## config.mk

```make
export PLATFORM = sky130hd
export DESIGN_NAME = scwd_decode
export DESIGN_NICKNAME = d
export VERILOG_FILES = /design/src/rtl/scwd_pkg.sv /design/src/rtl/scwd_shifter.sv /design/src/rtl/scwd_decode.sv
export SDC_FILE = /design/constraint.sdc
export NUM_CORES = 1
export LEC_CHECK = 0
export BUFFER_PORTS_ARGS = -buffer_cell sky130_fd_sc_hd__buf_2
export CAP_MARGIN = 20
export CORE_MARGIN = 5
export CORE_UTILIZATION = 40
export CTS_CLUSTER_DIAMETER = 100
export CTS_CLUSTER_SIZE = 8
export DETAILED_ROUTE_END_ITERATION = 12
export PLACE_DENSITY_LB_ADDON = 0.05
export REMOVE_ABC_BUFFERS = 1
export SYNTH_ARGS = -nofsm -noshare
export SYNTH_HDL_FRONTEND = slang
export SYNTH_SLANG_ARGS = --single-unit
```

## constraint.sdc

```tcl
create_clock -name clock -period 1.79 [get_ports clock]
set_clock_uncertainty 0.2 [all_clocks]
set_input_delay 0.0895 -clock clock [delete_from_list [all_inputs] [get_ports clock]]
set_output_delay 0.0895 -clock clock [all_outputs]
set_load 0.01 [all_outputs]
```

## src/rtl/scwd_pkg.sv

```systemverilog
// constants for the synthesizer control word decode block
package scwd_pkg;
  localparam int         WORD_W          = 24;
  localparam int         ADDR_W          = 4;
  localparam int         FRAC_W          = 22;
  localparam int         BASE_W          = 12;
  localparam int         EXT_W           = 10;
  localparam logic [3:0] ADDR_CONTROL    = 4'hB;
  localparam logic [3:0] ADDR_FRAC_EXT   = 4'hD;
  localparam int         MAIN_DIV_BIT    = 0;
  localparam int         SEL_LSB         = 4;
  localparam int         REFMODE_BIT     = 8;
  localparam int         DOUBLER_BIT     = 9;
  localparam int         AUTO_PU_LSB     = 10;
  localparam int         ORDER_LSB       = 12;
  localparam int         FWIDTH_BIT      = 14;
  localparam int         AUX_POL_BIT     = 15;
  localparam int         AUX_HIZ_BIT     = 16;
  localparam int         MAIN_POL_BIT    = 17;
  localparam int         MAIN_HIZ_BIT    = 18;
  localparam int         NUM_EXT_LSB     = 4;
  localparam int         DEN_EXT_LSB     = 14;
  localparam logic [23:0] CONTROL_RESET  = 24'h000000;
  localparam logic [23:0] FRAC_EXT_RESET = 24'h000000;
  localparam logic [1:0] AUTO_PU_OFF     = 2'h0;
  localparam logic [1:0] AUTO_PU_MAIN    = 2'h1;
  localparam logic [1:0] AUTO_PU_BOTH    = 2'h2;
  typedef enum logic [1:0] {
    SCWD_ORDER_4TH    = 2'b00,
    SCWD_ORDER_BYPASS = 2'b01,
    SCWD_ORDER_2ND    = 2'b10,
    SCWD_ORDER_3RD    = 2'b11
  } scwd_order_e;
endpackage

```

## src/rtl/scwd_shifter.sv

```systemverilog
// serial word shifter with load enable latch strobe
`timescale 1ns/1ns
`default_nettype none
module scwd_shifter (
  input  wire logic                        clock,
  input  wire logic                        rst,
  input  wire logic                        serial_clock,
  input  wire logic                        serial_data,
  input  wire logic                        load_enable,
  output logic [scwd_pkg::WORD_W-1:0]      word,
  output logic                             word_valid
);
  logic [scwd_pkg::WORD_W-1:0] shift;
  logic [scwd_pkg::WORD_W-1:0] next_shift;
  logic                        sclk_prev;
  logic                        le_prev;
  logic [scwd_pkg::WORD_W-1:0] next_word;
  logic                        next_word_valid;

  always_comb begin
    next_shift      = shift;
    next_word       = word;
    next_word_valid = 1'b0;
    if (serial_clock && !sclk_prev) begin
      next_shift = {shift[scwd_pkg::WORD_W-2:0], serial_data};
    end
    if (load_enable && !le_prev) begin
      next_word       = shift; // RULE14
      next_word_valid = 1'b1;  // RULE14
    end
  end

  always_ff @(posedge clock) begin
    if (rst) begin
      shift      <= '0;
      sclk_prev  <= 1'b0;
      le_prev    <= 1'b0;
      word       <= '0;
      word_valid <= 1'b0;
    end else begin
      shift      <= next_shift;
      sclk_prev  <= serial_clock;
      le_prev    <= load_enable;
      word       <= next_word;
      word_valid <= next_word_valid;
    end
  end
endmodule
`default_nettype wire

```

## src/rtl/scwd_decode.sv

```systemverilog
// control word and fraction extension decode
//
// Contract
// RULE1: select codes 0-2: hiz, high, low
// RULE2: codes 3-11 choose digital/analog lock detects
// RULE3: codes 12-15 output dividers halved
// RULE4: reference mode picks single-ended or differential
// RULE5: doubler bit zero bypasses the doubler
// RULE6: auto power-up on main divider write
// RULE7: modulator order field selects order or bypass
// RULE8: width bit picks 12 or 22 bits
// RULE9: aux pump polarity, one means positive
// RULE10: hiz bit, overridden by active auto power-up
// RULE11: main pump polarity, one means positive
// RULE12: numerator extension used only in 22-bit mode
// RULE13: denominator extension used only in 22-bit mode
// RULE14: 24-bit word, low nibble addresses, load latches
`timescale 1ns/1ns
`default_nettype none
module scwd_decode (
  input  wire logic                         clock,
  input  wire logic                         rst,
  input  wire logic                         serial_clock,
  input  wire logic                         serial_data,
  input  wire logic                         load_enable,
  input  wire logic                         main_digital_lock,
  input  wire logic                         aux_digital_lock,
  input  wire logic                         main_analog_lock,
  input  wire logic                         aux_analog_lock,
  input  wire logic [3:0]                   divider_outputs,
  input  wire logic [scwd_pkg::BASE_W-1:0]  numerator_low_bits,
  input  wire logic [scwd_pkg::BASE_W-1:0]  denominator_low_bits,
  output logic                              test_lock_pin_out,
  output logic                              test_lock_pin_oe_n,
  output logic                              reference_differential,
  output logic                              reference_doubler_enable,
  output logic                              main_power_up,
  output logic                              aux_power_up,
  output logic [1:0]                        modulator_order,
  output logic                              modulator_bypass,
  output logic                              fraction_width_select,
  output logic                              aux_pump_polarity,
  output logic                              aux_pump_hiz,
  output logic                              main_pump_polarity,
  output logic                              main_pump_hiz,
  output logic [scwd_pkg::FRAC_W-1:0]       fraction_numerator,
  output logic [scwd_pkg::FRAC_W-1:0]       fraction_denominator
);
  logic [scwd_pkg::WORD_W-1:0] word;
  logic                        word_valid;
  logic [scwd_pkg::WORD_W-1:0] control_word;
  logic [scwd_pkg::WORD_W-1:0] fraction_extension;
  logic [scwd_pkg::WORD_W-1:0] next_control_word;
  logic [scwd_pkg::WORD_W-1:0] next_fraction_extension;
  logic [3:0]                  div_prev;
  logic [3:0]                  div_half;
  logic [3:0]                  next_div_half;
  logic [3:0]                  pin_output_select;
  logic [1:0]                  auto_power_up;
  logic                        wide_fraction;
  logic                        main_pu_armed;
  logic                        aux_pu_armed;
  logic                        main_divider_write;
  logic                        next_pin_out;
  logic                        next_pin_oe_n;
  logic                        next_main_pu;
  logic                        next_aux_pu;
  logic                        next_main_hiz;
  logic                        next_aux_hiz;
  logic [scwd_pkg::FRAC_W-1:0] next_num;
  logic [scwd_pkg::FRAC_W-1:0] next_den;

  scwd_shifter u_shifter (
    .clock        (clock),
    .rst          (rst),
    .serial_clock (serial_clock),
    .serial_data  (serial_data),
    .load_enable  (load_enable),
    .word         (word),
    .word_valid   (word_valid)
  );

  // register write decode
  // words for other addresses leave both registers alone
  always_comb begin
    next_control_word       = control_word;
    next_fraction_extension = fraction_extension;
    if (word_valid && word[3:0] == scwd_pkg::ADDR_CONTROL) begin
      next_control_word = word; // RULE14
    end
    if (word_valid && word[3:0] == scwd_pkg::ADDR_FRAC_EXT) begin
      next_fraction_extension = word; // RULE14
    end
  end

  always_ff @(posedge clock) begin
    if (rst) begin
      control_word       <= scwd_pkg::CONTROL_RESET;
      fraction_extension <= scwd_pkg::FRAC_EXT_RESET;
    end else begin
      control_word       <= next_control_word;
      fraction_extension <= next_fraction_extension;
    end
  end

  assign pin_output_select  = control_word[scwd_pkg::SEL_LSB +: 4];
  assign auto_power_up      = control_word[scwd_pkg::AUTO_PU_LSB +: 2];
  assign wide_fraction      = control_word[scwd_pkg::FWIDTH_BIT];

  // auto power-up codes that arm each loop; the reserved code arms none
  assign main_pu_armed      = (auto_power_up == scwd_pkg::AUTO_PU_MAIN) ||
                              (auto_power_up == scwd_pkg::AUTO_PU_BOTH); // RULE6
  assign aux_pu_armed       = auto_power_up == scwd_pkg::AUTO_PU_BOTH; // RULE6
  // any latched word with a clear low bit is a main divider write
  assign main_divider_write = word_valid && !word[scwd_pkg::MAIN_DIV_BIT]; // RULE6

  // divide each divider output by two on its rising edge
  genvar g;
  generate
    for (g = 0; g < 4; g++) begin : g_half
      always_comb begin
        next_div_half[g] = div_half[g] ^ (divider_outputs[g] & ~div_prev[g]); // RULE3
      end
    end
  endgenerate

  always_ff @(posedge clock) begin
    if (rst) begin
      div_prev <= 4'h0;
      div_half <= 4'h0;
    end else begin
      div_prev <= divider_outputs;
      div_half <= next_div_half;
    end
  end

  // test/lock pin selection; oe_n low while driving
  // open drain codes pull low without lock and release with lock
  always_comb begin
    next_pin_out  = 1'b0;
    next_pin_oe_n = 1'b0;
    case (pin_output_select)
      4'h0: next_pin_oe_n = 1'b1; // RULE1
      4'h1: next_pin_out  = 1'b1; // RULE1
      4'h2: next_pin_out  = 1'b0; // RULE1
      4'h3: next_pin_out  = main_digital_lock & aux_digital_lock; // RULE2
      4'h4: next_pin_out  = main_digital_lock; // RULE2
      4'h5: next_pin_out  = aux_digital_lock; // RULE2
      4'h6: next_pin_oe_n = main_analog_lock & aux_analog_lock; // RULE2
      4'h7: next_pin_oe_n = main_analog_lock; // RULE2
      4'h8: next_pin_oe_n = aux_analog_lock; // RULE2
      4'h9: next_pin_out  = main_analog_lock & aux_analog_lock; // RULE2
      4'hA: next_pin_out  = main_analog_lock; // RULE2
      4'hB: next_pin_out  = aux_analog_lock; // RULE2
      4'hC: next_pin_out  = div_half[0]; // RULE3
      4'hD: next_pin_out  = div_half[1]; // RULE3
      4'hE: next_pin_out  = div_half[2]; // RULE3
      4'hF: next_pin_out  = div_half[3]; // RULE3
      default: next_pin_oe_n = 1'b1;
    endcase
  end

  // power-up pulses, pump high impedance and fraction assembly
  always_comb begin
    next_main_pu = 1'b0;
    next_aux_pu  = 1'b0;
    if (main_divider_write) begin
      next_main_pu = main_pu_armed; // RULE6
      next_aux_pu  = aux_pu_armed; // RULE6
    end
    // an armed auto power-up overrides the pump high impedance bit
    next_main_hiz = control_word[scwd_pkg::MAIN_HIZ_BIT] & ~main_pu_armed; // RULE10
    next_aux_hiz  = control_word[scwd_pkg::AUX_HIZ_BIT] & ~aux_pu_armed; // RULE10
    if (wide_fraction) begin
      next_num = {fraction_extension[scwd_pkg::NUM_EXT_LSB +: scwd_pkg::EXT_W],
                  numerator_low_bits}; // RULE12
      next_den = {fraction_extension[scwd_pkg::DEN_EXT_LSB +: scwd_pkg::EXT_W],
                  denominator_low_bits}; // RULE13
    end else begin
      next_num = {{scwd_pkg::EXT_W{1'b0}}, numerator_low_bits}; // RULE12
      next_den = {{scwd_pkg::EXT_W{1'b0}}, denominator_low_bits}; // RULE13
    end
  end

  // every output is registered here
  always_ff @(posedge clock) begin
    if (rst) begin
      test_lock_pin_out        <= 1'b0;
      test_lock_pin_oe_n       <= 1'b1;
      reference_differential   <= 1'b0;
      reference_doubler_enable <= 1'b0;
      main_power_up            <= 1'b0;
      aux_power_up             <= 1'b0;
      modulator_order          <= 2'h0;
      modulator_bypass         <= 1'b0;
      fraction_width_select    <= 1'b0;
      aux_pump_polarity        <= 1'b0;
      aux_pump_hiz             <= 1'b0;
      main_pump_polarity       <= 1'b0;
      main_pump_hiz            <= 1'b0;
      fraction_numerator       <= '0;
      fraction_denominator     <= '0;
    end else begin
      test_lock_pin_out        <= next_pin_out;
      test_lock_pin_oe_n       <= next_pin_oe_n;
      reference_differential   <= control_word[scwd_pkg::REFMODE_BIT]; // RULE4
      reference_doubler_enable <= control_word[scwd_pkg::DOUBLER_BIT]; // RULE5
      main_power_up            <= next_main_pu;
      aux_power_up             <= next_aux_pu;
      modulator_order          <= control_word[scwd_pkg::ORDER_LSB +: 2]; // RULE7
      modulator_bypass         <= control_word[scwd_pkg::ORDER_LSB +: 2] ==
                                  scwd_pkg::SCWD_ORDER_BYPASS; // RULE7
      fraction_width_select    <= wide_fraction; // RULE8
      aux_pump_polarity        <= control_word[scwd_pkg::AUX_POL_BIT]; // RULE9
      aux_pump_hiz             <= next_aux_hiz;
      main_pump_polarity       <= control_word[scwd_pkg::MAIN_POL_BIT]; // RULE11
      main_pump_hiz            <= next_main_hiz;
      fraction_numerator       <= next_num;
      fraction_denominator     <= next_den;
    end
  end
endmodule
`default_nettype wire

```

Yosys cells after proc, flatten, opt, wreduce, memory -nomap -nowiden
Index checks and enable logic that the tools add are counted.
{"block": "word_totals", "reg_bits": 160, "input_bits": 37, "output_inout_bits": 58, "elab_cells": 80}
{"block": "classes", "n_eq_ne": 19, "muxes": 3, "bitwise_logic": 20, "reduce_logical": 12}
{"operator": "== test 4 bit, second input constant", "count": 10}
{"operator": "== test 4 x 3 -> 1 bit, second input constant", "count": 4}
{"operator": "case mux 1 bit (11 select lines)", "count": 1}
{"operator": "AND 1 bit", "count": 8}
{"operator": "NOT 1 bit", "count": 8}
{"operator": "logical AND 1 bit", "count": 5}
{"operator": "== test 2 x 1 -> 1 bit, second input constant", "count": 2}
{"operator": "== test 4 x 1 -> 1 bit, second input constant", "count": 1}
{"operator": "== test 4 x 2 -> 1 bit, second input constant", "count": 1}
{"operator": "zero test 4 bit", "count": 1}
{"operator": "case mux 1 bit (4 select lines)", "count": 1}
{"operator": "OR reduction 2 bit", "count": 2}
{"operator": "XOR 1 bit", "count": 4}
{"operator": "zero test 1 bit", "count": 3}
{"operator": "== test 2 bit, second input constant", "count": 1}
{"operator": "logical OR 1 bit", "count": 1}
{"operator": "2-to-1 mux 1 bit", "count": 1}

Depth between registers and ports, before layout
{"block": "logic_depth", "depth_word": 4, "depth_mapped": 6, "depth_no_buf": 4}

Modules after synthesis
A second synthesis with hierarchy kept.
{"block": "unflattened", "hier_cells": 484, "hier_area_um2": 5225.0}
{"mod": "scwd_decode", "n_inst": 1, "cells_each": 318, "area_per_inst_um2": 3275.6}
{"mod": "scwd_shifter", "n_inst": 1, "cells_each": 166, "area_per_inst_um2": 1949.4}

Worst setup path before layout
OpenSTA, ideal clock, no wires.
{"block": "synth_path", "path_kind": "flip-flop to flip-flop", "from": "reg control_word[4] (netlist name)", "to": "reg test_lock_pin_out", "setup_time_ps": 139, "arrival_time_ps": 1198, "required_ps": 1451, "path_slack_ps": 253, "stages_incl_launch_ff": 5, "path_buffers": 1, "path_cell_list": "dfxtp_1 buf_6 mux4_1 a31oi_1 a221oi_1"}
{"block": "synth_between", "elab_chain_cells": 2, "elab_cells_between_ends": 12}
{"item": "start, declared", "line_no": "scwd_decode.sv:51", "rtl": "logic [scwd_pkg::WORD_W-1:0] control_word;"}
{"item": "start signal, assigned", "line_no": "scwd_decode.sv:98", "rtl": "control_word <= scwd_pkg::CONTROL_RESET;"}
{"item": "start signal, assigned", "line_no": "scwd_decode.sv:101", "rtl": "control_word <= next_control_word;"}
{"item": "== test 4 bit (tied with other cells)", "line_no": "scwd_decode.sv:142", "rtl": "case (pin_output_select)"}
{"item": "case mux 1 bit (11 select lines) *", "line_no": "scwd_decode.sv:142"}
{"item": "end signal, assigned", "line_no": "scwd_decode.sv:204", "rtl": "test_lock_pin_out <= next_pin_out;"}
{"item": "end, declared", "line_no": "scwd_decode.sv:33", "rtl": "output logic test_lock_pin_out,"}
Every way passes the cells marked *; elsewhere a longest branch is shown, timed or not.
A chain may end at the register's enable or synchronous reset.

Worst setup path in the final report
{"block": "layout_path", "from": "reg u_shifter.word[0] (netlist name)", "to": "reg control_word[13] (netlist name)"}
{"block": "layout_between", "elab_chain_cells": 2}
{"item": "start, declared", "line_no": "scwd_shifter.sv:10", "rtl": "output logic [scwd_pkg::WORD_W-1:0] word,"}
{"item": "start signal, assigned", "line_no": "scwd_shifter.sv:44", "rtl": "word <= next_word;"}
{"item": "== test 4 bit", "line_no": "scwd_decode.sv:88", "rtl": "if (word_valid && word[3:0] == scwd_pkg::ADDR_CONTROL) begin"}
{"item": "logical AND 1 bit", "line_no": "scwd_decode.sv:88"}
No other way between the ends.

==> summary.txt <==
post-layout minimum cycle time -> 1.61 ns
IO Count -> 95
gp weighted congestion -> 0.733
switching share of power -> 19.6%
post-detail-place hpwl -> 5.94 mm
CP Class -> reg -> reg
TritonCTS clock tree -> yes
Overall Global Routing Usage -> 14.4%
reg-to-reg startpoint -> u_shifter.word[0]$_SDFFE_PP0P_
WL per Instance -> 11.6 um
CP cell instances -> nand3_1 > buf_4 > nor3b_2 > buf_4 > mux2i_1 > nor2_1
worst slew pin tran -> 0.392 ns
achievable clock frequency -> 621 MHz
switching pwr -> 1.45 mW
via count -> 3,738
Int Pwr -> 5.94 mW
ANT cells -> 0
CP startpoint -> u_shifter.word[0]$_SDFFE_PP0P_
Horiz. Die Dim -> 122 um
area of the mapped netlist -> 0.00498 mm^2
# setup viols final -> 0
EDFF count, synth -> 0
leak pwr -> 2.63 nW
Primary FF master, synth -> dfxtp_1
placed insts -> 772
Longest Clk Path Bufs -> 2
commonest cells in the netlist -> 152 x dfxtp_1, 141 x nand2_1, 69 x a21oi_1, 44 x nor2b_1, 22 x clkbuf_1
RSZ-0062 raised after global routing -> false
Worst-Skew Late Latency -> 0.41 ns
worst ir drop on vdd -> 507 uV
register area share after synthesis -> 61.1%
PwrDens -> 1120 mW/mm^2
setup bufs post-CTS -> 0
final cell count without fillers -> 838
synth warn -> 0
Synth Register Bits -> 152
H-tree depth -> 4
CP required -> 1.88 ns
Reg power frac -> 46.7%
core area -> 0.0121 mm^2
Clock Power Share -> 49.1%
Critical Path AT -> 1.70 ns
ys async rst share -> 0%
met2 Track Usage GR -> 24.0%
number of port buffers -> 94
peak-usage layer in the global routing report -> met2
first-pass GRT wire length -> 17.0 mm
Final period util -> 90.0%
vias in the first global route -> 3,746
Synth area leaders -> dfxtp_1 61%, nand2_1 11%, a21oi_1 6.9%
Mean Syn Cell Area -> 9.40 um^2
fin util -> 54.6%
unique cell type count in the Yosys netlist -> 32
CP Launch Type -> register
setup TNS -> 0 ns
first-pass detailed-route iteration total -> 4
DRC Markers -> 0
max-slew violations -> 0
number of max-cap violations -> 0
Root Buffer -> clkbuf_16
status -> finished, final reports clean
slowest CP cell -> dfxtp_1
die area -> 0.0148 mm^2
leading area contributor after synthesis -> dfxtp_1
most used cell, CP -> buf_4
Final Hold Fails -> 0
synthesized instance count -> 530
row count -> 40
clk sinks -> 152
DRT antenna net count -> 0
Via-to-Cell Ratio -> 4.46
hold crit path type -> in -> reg
largest net degree at the start of global routing -> 35
count leader, synth -> dfxtp_1
grt met3 use -> 5.90%
final WL -> 9.72 mm
clock-pin transition on the worst setup and hold timing paths -> 0.06 ns
area delta synth->final -> 32.6%
Logic pwr share -> 4.2%
CTS Buf Count -> 17
Max-slew headroom -> 73.5%
largest stage delay on the critical path -> 0.36 ns
nets -> 697
met1 Use GR -> 16.6%
grt total ovfl -> 0
CP Capture Type -> register
initial antenna violation count -> 0
Iter 0 DRT Violations -> 117
hold_sp -> numerator_low_bits[3]
share of layout cells above drive strength 1 -> 21.6%
post-synth top area share -> 61.1%
Die Y -> 122 um
Initial Utilization -> 41.1%
worst-path fanout max -> 8
logic make-up after synthesis:
| kind of cell | share of synthesized area, % |
|---|---|
| DFF | 61.1 |
| xor gates and xnor gates | 0.703 |
| AOI/OAI and AO/OA | 7.98 |
| and+or+nand+nor | 22.5 |
| muxes | 3.74 |
| buffers and inverters | 3.74 |
| adders and majority gates | 0.251 |
layout by cell type, fill, tap and decap left out, types with 2 or more instances in the layout:
cell type	netlist	layout
a21oi_1	69	69
and2_1	20	20
buf_2	6	93
buf_4	1	17
bufinv_16	0	3
clkbuf_16	0	17
clkbuf_8	1	5
clkinv_2	0	4
dfxtp_1	152	151
dlygate4sd3_1	0	36
mux2i_1	16	16
nand2_1	141	141
nand2b_1	4	4
nor2_1	21	21
nor2b_1	44	44
nor3_1	3	3
nor3b_2	0	2
o32ai_1	2	2
xnor2_1	4	4
per-stage QoR:
stage,hold WS [ns],worst slack (ns),total power [mW],instance area (um^2)
final,0.208,0.180,7.39,6610
after global placement,0.0968,0.210,3.77,5630
after global routing,0.207,0.0339,7.69,6610
after detailed placement,0.102,0.172,3.77,5630
after CTS,0.0747,0.0415,7.50,6610
after floorplan,-0.0414,-0.951,3.62,4800
final timing paths:
| check | cells past startpoint | to | slack, ns |
|---|---|---|---|
| setup reg to reg | 6 | control_word[13]$_SDFFE_PP0P_ | 0.18 |
| hold / removal | 3 | fraction_numerator[3]$_SDFF_PP0_ | 0.21 |
| hold reg to reg | 1 | modulator_bypass$_SDFF_PP0_ | 0.24 |
| setup / recovery | 6 | control_word[13]$_SDFFE_PP0P_ | 0.18 |
sequential cells by signal, summed over array words and instances (netlist names), 2 cells and up:
register and flops:
u_shifter.shift 24, u_shifter.word 24, fraction_denominator 22, fraction_numerator 22
fraction_extension 20, control_word 15, div_half 4, div_prev 4
modulator_order 2
worst max-delay path, delay by kind of cell (launching register included):
kind,cells,cell delay (ns)
buffers and inverters,2,0.39
DFF,1,0.36
muxes,1,0.20
and+or+nand+nor,3,0.33
cell type report:
class / count / area [um^2]
fillers: 1142 / 5500
flip-flops and latches: 152 / 3040
multi-input cells: 340 / 1760
repair buffers: 147 / 973
clock buffers: 22 / 494
well taps: 168 / 210
clock inverters: 8 / 119
inverters: 1 / 3.75
power by group through the flow:
stage / clock network, mW / logic (mW) / registers [mW]
after floorplan: 0 / 0.0817 / 3.54
after global placement: 0 / 0.246 / 3.52
after detailed placement: 0 / 0.249 / 3.53
after CTS: 3.74 / 0.307 / 3.45
after global routing: 3.89 / 0.341 / 3.45
final: 3.63 / 0.307 / 3.45
repair_timing:
action / CTS / global route
hold endpoints to repair: 66 / 1
endpoints found under the setup margin: 0 / 1
resized for setup: 0 / 1
hold buffers: 36 / 1
layer usage:
layer	up-vias	share of wire, %	wire (um)
met5	-	0	0
met4	0	1.5	150
met3	15	6.7	648
met2	83	47	4520
met1	1686	45	4400
li1	1954	-	-
(Power assumes the default switching activity.)
